--- src/async_serial_pkg.sv ---
// Package: register map, field positions and types for the serial transmitter
package async_serial_pkg;

  localparam logic [7:0] DATA_ADDR   = 8'h00;
  localparam logic [7:0] STATUS_ADDR = 8'h04;
  localparam logic [7:0] CTRL_ADDR   = 8'h08;
  localparam logic [7:0] BAUD_ADDR   = 8'h0c;
  localparam logic [7:0] PORT_ADDR   = 8'h10;

  // Control register fields
  localparam int CTRL_TE   = 0;
  localparam int CTRL_M    = 1;
  localparam int CTRL_PE   = 2;
  localparam int CTRL_PT   = 3;
  localparam int CTRL_SBK  = 4;
  localparam int CTRL_OPEN_DRAIN_SELECT = 5;

  // Status register fields
  localparam int STAT_TC    = 7;
  localparam int STAT_EMPTY = 8;

  // Port register fields
  localparam int PORT_LATCH = 0;
  localparam int PORT_DIR   = 1;

  localparam int          DATA_W        = 9;
  localparam int          BAUD_W        = 16;
  localparam logic [15:0] BAUD_RESET    = 16'h00d9;
  localparam logic [3:0]  FRAME_BITS_8  = 4'ha;
  localparam logic [3:0]  FRAME_BITS_9  = 4'hb;

  typedef struct packed {
    logic open_drain_select;
    logic send_break_bit;
    logic parity_odd;
    logic pe;
    logic m;
    logic te;
  } ctrl_t;

  typedef struct packed {
    logic dout;
    logic oe;
  } pin_t;

  typedef enum logic [4:0] {
    ST_IDLE     = 5'b00001,
    ST_DATA     = 5'b00010,
    ST_PREAMBLE = 5'b00100,
    ST_BREAK    = 5'b01000,
    ST_MARK     = 5'b10000
  } tx_state_t;

endpackage

--- src/async_serial_tx.sv ---
// Asynchronous serial transmitter with APB register slave
//
// What this block does
// - One data address: reads give received data, writes load transmit data.
// - Bit 8 is the ninth data bit in nine-bit mode, ignored otherwise.
// - A write reaching the low data byte after a status read showing empty starts a transmission.
// - Bits 7:0 hold the first eight data bits both ways.
// - Holding register accepts a character while the shifter is busy.
// - Shifter drives the line while enabled or until sending completes.
// - Frame is start low, data LSB first, stop high; 10 or 11 bits.
// - Enabling with shifter empty sends an all-ones preamble, else after word.
// - Disabling waits for shifter, preamble and break, then sets complete.
// - Disable then re-enable mid-word queues a preamble after that word.
// - After a preamble with no data the line stays marking high.
// - Write while not empty replaces pending data; when empty clears flag.
// - Shifter done with data pending: load it, set holding-empty flag.
// - Ninth bit appended in nine-bit mode; parity replaces last data bit.
// - With nothing left to send, set complete flag and hold line high.
// - Send-break sends whole zero frames after current char, until cleared.
// - At least one bit-time of mark follows a break.
// - Open-drain select applies when transmitting and as a port pin.
// - Disable while complete returns the pin to port control by the next bit-time tick.
// - Holding-empty set by reset; cleared by status read then data write.
// - Complete flag resets to one; cleared by status read then data write.
//
// The register addresses and register access over APB are this design's own decisions.
`timescale 1ns/10ps
`default_nettype none

module async_serial_tx #(
  parameter int BAUD_W = async_serial_pkg::BAUD_W
) (
  input  wire logic        clk_sys,   // System clock, 25 MHz
  input  wire logic        rstn,      // Asynchronous reset, active low
  input  wire logic        psel,      // APB select
  input  wire logic        penable,   // APB enable
  input  wire logic        pwrite,    // APB direction
  input  wire logic [7:0]  paddr,     // APB byte address
  input  wire logic [31:0] pwdata,    // APB write data
  input  wire logic [3:0]  pstrb,     // APB byte strobes
  output logic      [31:0] prdata,    // APB read data
  output logic             pready,    // APB ready
  output logic             pslverr,   // APB error
  input  wire logic [8:0]  rx_data,   // Received character from receiver
  output logic             txd_out,   // Transmit pin output level
  output logic             txd_oe     // Transmit pin output enable
);

  logic        rst_s1_r;
  logic        rst_s2_r;
  async_serial_pkg::ctrl_t ctrl_r;
  logic [BAUD_W-1:0] baud_div_r;
  logic [BAUD_W-1:0] baud_cnt_r;
  logic        baud_tick;
  logic        port_latch_r;
  logic        port_dir_r;
  logic [8:0]  hold_r;
  logic        empty_r;
  logic        tc_r;
  logic        empty_armed_r;
  logic        tc_armed_r;
  logic        preamble_q_r;
  logic        te_prev_r;
  logic [10:0] shift_r;
  logic [3:0]  bit_cnt_r;
  logic        line_r;
  async_serial_pkg::tx_state_t state_r;
  logic        active;
  logic        acc;
  logic        wr_acc;
  logic        rd_acc;
  logic        data_wr;
  logic        stat_rd;
  logic        load_now;
  logic        frame_end;
  logic [3:0]  frame_len;
  logic [10:0] frame_word;
  logic        par_bit;
  logic [31:0] rd_mux;
  logic        hit;

  always_ff @(posedge clk_sys or negedge rstn) begin
    if (!rstn) begin
      rst_s1_r <= 1'b0;
      rst_s2_r <= 1'b0;
    end else begin
      rst_s1_r <= 1'b1;
      rst_s2_r <= rst_s1_r;
    end
  end

  // APB decode; every access answers in its first access cycle
  assign acc     = psel && penable;
  assign wr_acc  = acc && pwrite;
  assign rd_acc  = acc && !pwrite;
  assign data_wr = wr_acc && paddr == async_serial_pkg::DATA_ADDR
                   && pstrb[0];
  assign stat_rd = rd_acc && paddr == async_serial_pkg::STATUS_ADDR;
  assign hit     = paddr == async_serial_pkg::DATA_ADDR
                   || paddr == async_serial_pkg::STATUS_ADDR
                   || paddr == async_serial_pkg::CTRL_ADDR
                   || paddr == async_serial_pkg::BAUD_ADDR
                   || paddr == async_serial_pkg::PORT_ADDR;

  always_comb begin
    rd_mux = 32'h0000_0000;
    unique case (paddr)
      async_serial_pkg::DATA_ADDR:   rd_mux[8:0] = rx_data;
      async_serial_pkg::STATUS_ADDR: begin
        rd_mux[async_serial_pkg::STAT_TC]    = tc_r;
        rd_mux[async_serial_pkg::STAT_EMPTY] = empty_r;
      end
      async_serial_pkg::CTRL_ADDR:   rd_mux[5:0] = ctrl_r;
      async_serial_pkg::BAUD_ADDR:   rd_mux[BAUD_W-1:0] = baud_div_r;
      async_serial_pkg::PORT_ADDR:   begin
        rd_mux[async_serial_pkg::PORT_LATCH] = port_latch_r;
        rd_mux[async_serial_pkg::PORT_DIR]   = port_dir_r;
      end
      default: rd_mux = 32'h0000_0000;
    endcase
  end

  always_ff @(posedge clk_sys or negedge rst_s2_r) begin
    if (!rst_s2_r) begin
      prdata  <= 32'h0000_0000;
      pready  <= 1'b0;
      pslverr <= 1'b0;
    end else begin
      pready  <= psel && !penable;
      pslverr <= psel && !penable && !hit;
      prdata  <= (psel && !penable && !pwrite) ? rd_mux : 32'h0000_0000;
    end
  end

  // Control, baud divisor and port registers
  always_ff @(posedge clk_sys or negedge rst_s2_r) begin
    if (!rst_s2_r) begin
      ctrl_r       <= '0;
      baud_div_r   <= async_serial_pkg::BAUD_RESET[BAUD_W-1:0];
      port_latch_r <= 1'b1;
      port_dir_r   <= 1'b0;
    end else if (wr_acc && pready) begin
      if (paddr == async_serial_pkg::CTRL_ADDR && pstrb[0])
        ctrl_r <= pwdata[5:0];
      if (paddr == async_serial_pkg::BAUD_ADDR && pstrb[0])
        baud_div_r <= pwdata[BAUD_W-1:0];
      if (paddr == async_serial_pkg::PORT_ADDR && pstrb[0]) begin
        port_latch_r <= pwdata[async_serial_pkg::PORT_LATCH];
        port_dir_r   <= pwdata[async_serial_pkg::PORT_DIR];
      end
    end
  end

  // Bit-time enable from the baud divider
  always_ff @(posedge clk_sys or negedge rst_s2_r) begin
    if (!rst_s2_r) begin
      baud_cnt_r <= '0;
    end else if (baud_cnt_r >= baud_div_r) begin
      baud_cnt_r <= '0;
    end else begin
      baud_cnt_r <= baud_cnt_r + 1'b1;
    end
  end
  assign baud_tick = baud_cnt_r >= baud_div_r;

  // Frame assembly
  assign frame_len = ctrl_r.m ? async_serial_pkg::FRAME_BITS_9
                              : async_serial_pkg::FRAME_BITS_8;
  always_comb begin
    par_bit    = ctrl_r.parity_odd;
    frame_word = '1;
    if (ctrl_r.m) begin
      par_bit = par_bit ^ (^hold_r[7:0]);
      frame_word = {1'b1, ctrl_r.pe ? par_bit : hold_r[8],
                    hold_r[7:0], 1'b0};
    end else begin
      par_bit = par_bit ^ (^hold_r[6:0]);
      frame_word = {2'b11, ctrl_r.pe ? par_bit : hold_r[7],
                    hold_r[6:0], 1'b0};
    end
  end

  assign frame_end = baud_tick && bit_cnt_r == frame_len - 4'h1;
  assign active    = state_r != async_serial_pkg::ST_IDLE;
  assign load_now  = !empty_r && ctrl_r.te && !ctrl_r.send_break_bit
                     && !preamble_q_r;

  // Holding register and status flags
  always_ff @(posedge clk_sys or negedge rst_s2_r) begin
    if (!rst_s2_r) begin
      hold_r        <= '0;
      empty_r       <= 1'b1;
      tc_r          <= 1'b1;
      empty_armed_r <= 1'b0;
      tc_armed_r    <= 1'b0;
    end else begin
      if (stat_rd && pready) begin
        empty_armed_r <= empty_r;
        tc_armed_r    <= tc_r;
      end
      if (data_wr && pready) begin
        hold_r <= pwdata[8:0];
        if (empty_armed_r) begin
          empty_r       <= 1'b0;
          empty_armed_r <= 1'b0;
        end
        if (tc_armed_r) begin
          tc_r       <= 1'b0;
          tc_armed_r <= 1'b0;
        end
      end
      // Hardware set wins over a same-cycle clear
      if ((state_r == async_serial_pkg::ST_IDLE
           || state_r == async_serial_pkg::ST_MARK
           || (state_r != async_serial_pkg::ST_BREAK && frame_end))
          && load_now && baud_tick)
        empty_r <= 1'b1;
      if (state_r != async_serial_pkg::ST_IDLE && frame_end
          && !load_now && !ctrl_r.te)
        tc_r <= 1'b1;
      if (state_r == async_serial_pkg::ST_MARK && baud_tick
          && !load_now && !preamble_q_r)
        tc_r <= 1'b1;
    end
  end

  // Preamble queue on enable rising edge, or re-enable mid-word
  always_ff @(posedge clk_sys or negedge rst_s2_r) begin
    if (!rst_s2_r) begin
      te_prev_r    <= 1'b0;
      preamble_q_r <= 1'b0;
    end else begin
      te_prev_r <= ctrl_r.te;
      if (ctrl_r.te && !te_prev_r)
        preamble_q_r <= 1'b1;
      else if (state_r == async_serial_pkg::ST_PREAMBLE)
        preamble_q_r <= 1'b0;
    end
  end

  // Transmit sequencer
  always_ff @(posedge clk_sys or negedge rst_s2_r) begin
    if (!rst_s2_r) begin
      state_r   <= async_serial_pkg::ST_IDLE;
      shift_r   <= '1;
      bit_cnt_r <= '0;
      line_r    <= 1'b1;
    end else if (baud_tick) begin
      unique case (state_r)
        async_serial_pkg::ST_IDLE, async_serial_pkg::ST_MARK: begin
          line_r    <= 1'b1;
          bit_cnt_r <= '0;
          if (ctrl_r.te && ctrl_r.send_break_bit) begin
            state_r <= async_serial_pkg::ST_BREAK;
            line_r  <= 1'b0;
          end else if (preamble_q_r && ctrl_r.te) begin
            state_r <= async_serial_pkg::ST_PREAMBLE;
          end else if (load_now) begin
            state_r <= async_serial_pkg::ST_DATA;
            shift_r <= frame_word >> 1;
            line_r  <= frame_word[0];
          end else if (!ctrl_r.te) begin
            state_r <= async_serial_pkg::ST_IDLE;
          end
        end
        default: begin
          bit_cnt_r <= bit_cnt_r + 4'h1;
          if (state_r == async_serial_pkg::ST_DATA) begin
            line_r  <= shift_r[0];
            shift_r <= {1'b1, shift_r[10:1]};
          end
          if (frame_end) begin
            bit_cnt_r <= '0;
            line_r    <= 1'b1;
            if (ctrl_r.te && ctrl_r.send_break_bit) begin
              state_r <= async_serial_pkg::ST_BREAK;
              line_r  <= 1'b0;
            end else if (state_r == async_serial_pkg::ST_BREAK) begin
              state_r <= async_serial_pkg::ST_MARK;
            end else if (ctrl_r.te && preamble_q_r) begin
              state_r <= async_serial_pkg::ST_PREAMBLE;
            end else if (load_now) begin
              state_r <= async_serial_pkg::ST_DATA;
              shift_r <= frame_word >> 1;
              line_r  <= frame_word[0];
            end else if (ctrl_r.te) begin
              state_r <= async_serial_pkg::ST_MARK;
            end else begin
              state_r <= async_serial_pkg::ST_IDLE;
            end
          end
        end
      endcase
    end
  end

  // Pin mux: transmitter or port, push-pull or open drain
  always_ff @(posedge clk_sys or negedge rst_s2_r) begin
    if (!rst_s2_r) begin
      txd_out <= 1'b1;
      txd_oe  <= 1'b0;
    end else if (ctrl_r.te || active) begin
      txd_out <= line_r;
      txd_oe  <= ctrl_r.open_drain_select ? !line_r : 1'b1;
    end else begin
      txd_out <= port_latch_r;
      txd_oe  <= port_dir_r && (!ctrl_r.open_drain_select || !port_latch_r);
    end
  end

endmodule // async_serial_tx

`default_nettype wire

--- config.mk ---
export PLATFORM = sky130hd
export DESIGN_NAME = async_serial_tx
export DESIGN_NICKNAME = d
export VERILOG_FILES = /design/src/async_serial_pkg.sv /design/src/async_serial_tx.sv
export SDC_FILE = /design/constraint.sdc
export NUM_CORES = 1
export LEC_CHECK = 0
export ABC_AREA = 1
export BUFFER_PORTS_ARGS = -buffer_cell sky130_fd_sc_hd__buf_2
export CORE_MARGIN = 2
export CORE_UTILIZATION = 51
export DETAILED_ROUTE_END_ITERATION = 8
export PLACE_DENSITY = 0.76
export SLEW_MARGIN = 10
export SYNTH_ARGS = -nofsm -noshare
export SYNTH_HDL_FRONTEND = slang
export SYNTH_SLANG_ARGS = --single-unit
--- constraint.sdc ---
create_clock -name clk_sys -period 2.81 [get_ports clk_sys]
set_clock_uncertainty 0.05 [all_clocks]
set_input_delay 0.4215 -clock clk_sys [delete_from_list [all_inputs] [get_ports clk_sys]]
set_output_delay 0.4215 -clock clk_sys [all_outputs]
set_load 0.05 [all_outputs]
Yosys cells after proc, flatten, opt, wreduce, memory -nomap -nowiden
Cells that the tools add are included.
{"block": "totals", "regBits": 98, "input_bits": 58, "output_inout_bits": 36, "wordCells": 181}
{"block": "op_classes", "add_sub_neg": 3, "order_cmp": 1, "eq_ne": 16, "n_mux": 60, "bitwise": 2, "n_reduce_logical": 71}
{"operator": "two-way mux 11 bit", "count": 10}
{"operator": "two-way mux 5 bit", "count": 11}
{"operator": "logical AND 1 bit", "count": 32}
{"operator": "two-way mux 16 bit", "count": 2}
{"operator": "two-way mux 1 bit", "count": 29}
{"operator": "adder 16 x 1 -> 16 bit, second input constant", "count": 1}
{"operator": "equality test 8 x 4 -> 1 bit, second input constant", "count": 2}
{"operator": ">= comparator 16 bit", "count": 1}
{"operator": "zero test 1 bit", "count": 12}
{"operator": "case mux 4 bit (3 select lines)", "count": 1}
{"operator": "AND reduction 2 bit", "count": 6}
{"operator": "two-way mux 10 bit", "count": 1}
{"operator": "nonzero test 3 bit", "count": 3}
{"operator": "equality test 8 x 3 -> 1 bit, second input constant", "count": 1}
{"operator": "equality test 8 x 5 -> 1 bit, second input constant", "count": 1}
{"operator": "zero test 8 bit", "count": 1}
{"operator": "logical OR 1 bit", "count": 8}
{"operator": "two-way mux 4 bit", "count": 2}
{"operator": "case mux 2 bit (4 select lines)", "count": 1}
{"operator": "nonzero test 2 bit", "count": 4}
{"operator": "XOR reduction 8 bit", "count": 1}
{"operator": "two-way mux 7 bit", "count": 1}
{"operator": "XOR reduction 7 bit", "count": 1}
{"operator": "inequality test 2 bit, second input constant", "count": 3}
{"operator": "17 further kinds", "count": 18}

Depth between registers and ports, before layout
{"block": "logic_depth", "word_depth": 10, "mapped_depth": 17, "ltp_nobuf": 17}

Least setup slack after synthesis
Ideal clock, no wire load.
{"block": "synth_path", "path_type": "reg2reg", "from": "reg baud_div_r[3]", "to": "reg state_r[4]", "setup_ns": 0.124, "arrival_ns": 1.744, "required_time_ns": 2.636, "path_slack_ns": 0.892, "stages_incl_launch_ff": 16, "n_path_buf": 0, "synth_period_minus_slack_ns": 1.918, "cell_sequence": "dfstp_2 > inv_1 > ha_1 > nand2_1 > nor2_1 > nor2_1 > nand2_1 > nand2_1 > nand2_1 > nand2_1 > nand2_4 > nand2_2 > nand2_2 > nand3_4 > nand2_1 > o21ai_1"}
{"block": "synth_between", "elab_chain_len": 4}
{"element": "start: declaration", "line_no": "async_serial_tx.sv:52", "source": "logic [BAUD_W-1:0] baud_div_r;"}
{"element": "start signal: assignment", "line_no": "async_serial_tx.sv:139", "source": "baud_div_r <= async_serial_pkg::BAUD_RESET[BAUD_W-1:0];"}
{"element": "start signal: assignment", "line_no": "async_serial_tx.sv:146", "source": "baud_div_r <= pwdata[BAUD_W-1:0];"}
{"element": ">= comparator 16 bit (*)", "line_no": "async_serial_tx.sv:164", "source": "assign baud_tick = baud_cnt_r >= baud_div_r;"}
{"element": "logical AND 1 bit", "line_no": "async_serial_tx.sv:183", "source": "assign frame_end = baud_tick && bit_cnt_r == frame_len - 4'h1;"}
{"element": "nonzero test 2 bit (no source line)"}
{"element": "AND reduction 3 bit (no source line) (*)"}
{"element": "end signal: assignment", "line_no": "async_serial_tx.sv:244", "source": "state_r <= async_serial_pkg::ST_IDLE;"}
{"element": "end signal: assignment", "line_no": "async_serial_tx.sv:254", "source": "state_r <= async_serial_pkg::ST_BREAK;"}
{"element": "end signal: assignment", "line_no": "async_serial_tx.sv:257", "source": "state_r <= async_serial_pkg::ST_PREAMBLE;"}
{"element": "end: declaration", "line_no": "async_serial_tx.sv:67", "source": "async_serial_pkg::tx_state_t state_r;"}
Mark *: on every way between the ends. The rest lies on a longest branch, timed or not.
A chain may end at the register's enable or synchronous reset.

Worst setup path after layout
{"block": "layout_path", "from": "reg baud_div_r[3]", "to": "reg bit_cnt_r[2]"}
{"block": "layout_between", "elab_chain_len": 4}
{"element": ">= comparator 16 bit (*)", "line_no": "async_serial_tx.sv:164"}
{"element": "logical AND 1 bit", "line_no": "async_serial_tx.sv:183"}
{"element": "two-way mux 4 bit", "line_no": "async_serial_tx.sv:272", "source": "if (frame_end) begin"}
{"element": "two-way mux 4 bit", "line_no": "async_serial_tx.sv:249", "source": "unique case (state_r)"}
{"element": "end signal: assignment", "line_no": "async_serial_tx.sv:267", "source": "bit_cnt_r <= bit_cnt_r + 4'h1;"}
{"element": "end: declaration", "line_no": "async_serial_tx.sv:65", "source": "logic [3:0] bit_cnt_r;"}
Marked as above.

==> flow_summary.ini <==
[worst_setup_path]
regToRegSetupSlack_ns = 0.57
r2r_end = bit_cnt_r[2]
slowest_delay_ns = 0.54
cp.arrival_ns = 2.50
cpMostUsedCell = nand2_1
crit_required_ns = 3.07
end_kind = flop
r2r_start = baud_div_r[3]
crit_type = flop to flop
critPathSlowestCell = dfstp_2
reg2regPathDepth = 14
cp-start-kind = flop
cp_cell_sequence = inv_1 -> ha_1 -> nand2_1 -> nor2_1 -> nor2_1 -> nand2_1 -> nand2_1 -> nand2_1 -> nand2_1 -> nand2_4 -> buf_4 -> nand2_1 -> xor2_1 -> a21oi_1
cp_max_fo = 17

[yosys]
synth_area_mm2 = 0.00532
synth_cells = 657
ys_ff_latch = 98
ys.flop_type = dfrtp_1
synth_edf_count = 0
synth.top_cells.by_area = dfrtp_1, nand2_1, dfstp_2
syn-mean-instance-area_um2 = 8.10
netlist.top_cell.by_area = dfrtp_1
yosysSeqAreaShare_pct = 46.6
postSynth.asyncResetShare_pct = 100
yosysWarningCount = 0
yosysUniqueCellTypes = 44
synth_top_cell_area_share_pct = 35.7

[floorplan]
ioPinCount = 94
die_w_um = 106
dieArea_mm2 = 0.0113
core-area_mm2 = 0.0102
die_h_um = 106
rows = 37
start_util_pct = 52.0

[clock_tree]
cts_setup_buffers = 0
clockRootBuffer = clkbuf_8
clock_latency_ns = 0.38
numCtsBuffers = 9
clk_pin_slew_ns = 0.10
htree_levels = 3
cts_buffer_depth = 2
cts_tree = built
numClockSinks = 98

[finish]
drive_gt1_share_pct = 19.6
n_antenna_cell = 0
n_fill_cell = 911
nNetsFinal = 795
syn2layout_area_growth_pct = 11.7

[global_route]
grt_max_degree = 87
grt_use_total_pct = 22.7
grt.overflow.total = 0
grt_pass1_wl_mm = 20.2
grt_pass1_vias = 4373
antenna_found_initial = 0

[timing]
rsz0062_at_grt = no
fmax_mhz = 446
setup_viol = 0
max-slew-margin-rel_pct = 26.2
hold_viol = 0
finalSetupTns_ns = 0
post-route-min-period_ns = 2.24
final_max_slew_viol_count = 0
fin_crit_sh_pct = 79.9
worst_pin_slew_ns = 1.11

[job]
cap_violations = 0

[min_path]
min_to = pready
worstHoldPathCells = 2
worstHoldStart = penable
min_path_type = primary input to flop

[power_and_ir_drop]
switching_share_pct = 29.9
total_power_uw = 3230
pwr-share-clk_pct = 33.3
combPwrFrac_pct = 16.5
powerDensity_mw_per_mm2 = 544
ir_drop_v = 0.000462
p_int_uw = 2260
p_seq_share_pct = 50.2
power_switching_uw = 967
p_leak_uw = 0.00296

[drt]
drc = 0
num_vias = 4406
wl_per_cell_um = 13.7
routed_wl_mm = 11.8
via_per_inst = 5.12
firstDrtPassIters = 5
ant_nets = 0
drt_iter0_markers = 179

[place]
dpl.hpwl_mm = 8.94
portBuffers = 58
gp_congestion = 0.871

[outcome]
status = complete, no violations
-- worst max path at each step --
stage | startpoint | end | slack, ns
global placement | baud_div_r[3] | bit_cnt_r[2] | 0.63
global route | baud_div_r[3] | bit_cnt_r[2] | 0.36
finish | baud_div_r[3] | bit_cnt_r[2] | 0.57
floorplan | baud_div_r[3] | state_r[4] | 0.89
CTS | baud_div_r[3] | bit_cnt_r[2] | 0.57
detailed placement | baud_div_r[3] | bit_cnt_r[2] | 0.60
-- timing repair --
| item | 4_1_cts | 5_1_grt |
|---|---|---|
| hold endpoints to repair | 2 | 0 |
| resized for setup | 0 | 0 |
| hold buffers | 1 | 0 |
-- critical path, delay by kind of cell (launching register included) --
family / cells / cell delay (ns)
adder cells (fa/ha/maj): 1 / 0.29
AND/OR/NAND/NOR: 9 / 0.72
flip-flops: 1 / 0.54
AO/OA/AOI/OAI: 1 / 0.11
XOR/XNOR: 1 / 0.15
buffers and inverters: 2 / 0.31
-- state kept, by name, summed over array words and instances (netlist names), 4 cells and up --
signal      count
baud_cnt_r     16
hold_r          9
bit_cnt_r       4
baud_div_r     16
shift_r        11
prdata         16
ctrl_r          6
state_r         5
-- metal layers --
metal  vias up  routed length [um]  global-route usage (%)
li1       2209                   -                       -
met3        38                 400                    3.92
met1      2067                5040                    28.3
met5         -                   0                       0
met4         0                 393                    10.6
met2        92                5980                    38.6
-- power by group through the flow --
stage	sequential, uW	combinational [uW]	clock (uW)
finish	1620	534	1080
global route	1640	610	1140
CTS	1620	538	1090
detailed placement	1650	534	0
global placement	1640	495	0
floorplan	1620	423	0
-- metrics by stage --
step | hold slack (ns) | setup WS (ns) | area, um^2 | util, % | std cells
global route | 0.166 | 0.358 | 5940 | 58.1 | 860
CTS | 0.155 | 0.566 | 5940 | 58.1 | 860
detailed placement | 0.159 | 0.595 | 5700 | 55.7 | 843
finish | 0.166 | 0.566 | 5940 | 58.1 | 860
global placement | 0.156 | 0.628 | 5700 | 55.7 | 843
floorplan | 0.0759 | 0.892 | 5380 | - | 672
-- cells by family (layout without fill, tap and decap cells) --
family	count (synthesis)	after routing	synth area share [%]
xor+xnor	10	10	1.65
buf+inv	126	178	10.5
fa+ha+maj	18	18	4.23
compound gates	96	96	10.1
other cells	2	17	0.141
mux	2	2	0.376
flops	98	98	46.6
simple gates	305	305	26.4
-- Yosys cell counts, types with 3 or more instances --
cell      instances
nand2_1         173
inv_1            85
dfrtp_1          76
nor2_1           41
nand3_1          36
a21oi_1          31
o21ai_1          30
dfstp_2          22
buf_4            18
ha_1             18
nor3_1           17
o21ai_0          12
buf_2             9
inv_2             9
nand4_1           9
nor2_2            8
nand2_2           6
xnor2_1           6
a31oi_1           5
nand3_2           4
xor2_1            4
nor2_4            3
o221ai_1          3
o22ai_1           3
-- layout make-up --
| cell class | count | area [um^2] | area share, % |
|---|---|---|---|
| multi-input cells | 448 | 2340 | 39.4 |
| clock buffers | 13 | 169 | 2.84 |
| well taps | 136 | 170 | 2.86 |
| inverters | 96 | 360 | 6.06 |
| clock inverters | 3 | 68.8 | 1.16 |
| flip-flops and latches | 98 | 2480 | 41.8 |
| repair buffers | 66 | 353 | 5.94 |
-- placed cells by master, fill, tap and decap left out, types with 18 or more instances in the layout --
cell	synthesis	final
dfrtp_1	76	75
nor2_1	41	41
nand3_1	36	36
ha_1	18	18
buf_2	9	58
dfstp_2	22	22
nand2_1	173	173
inv_1	85	85
o21ai_1	30	30
a21oi_1	31	31
Note: power is estimated with default switching activity, not from simulation.
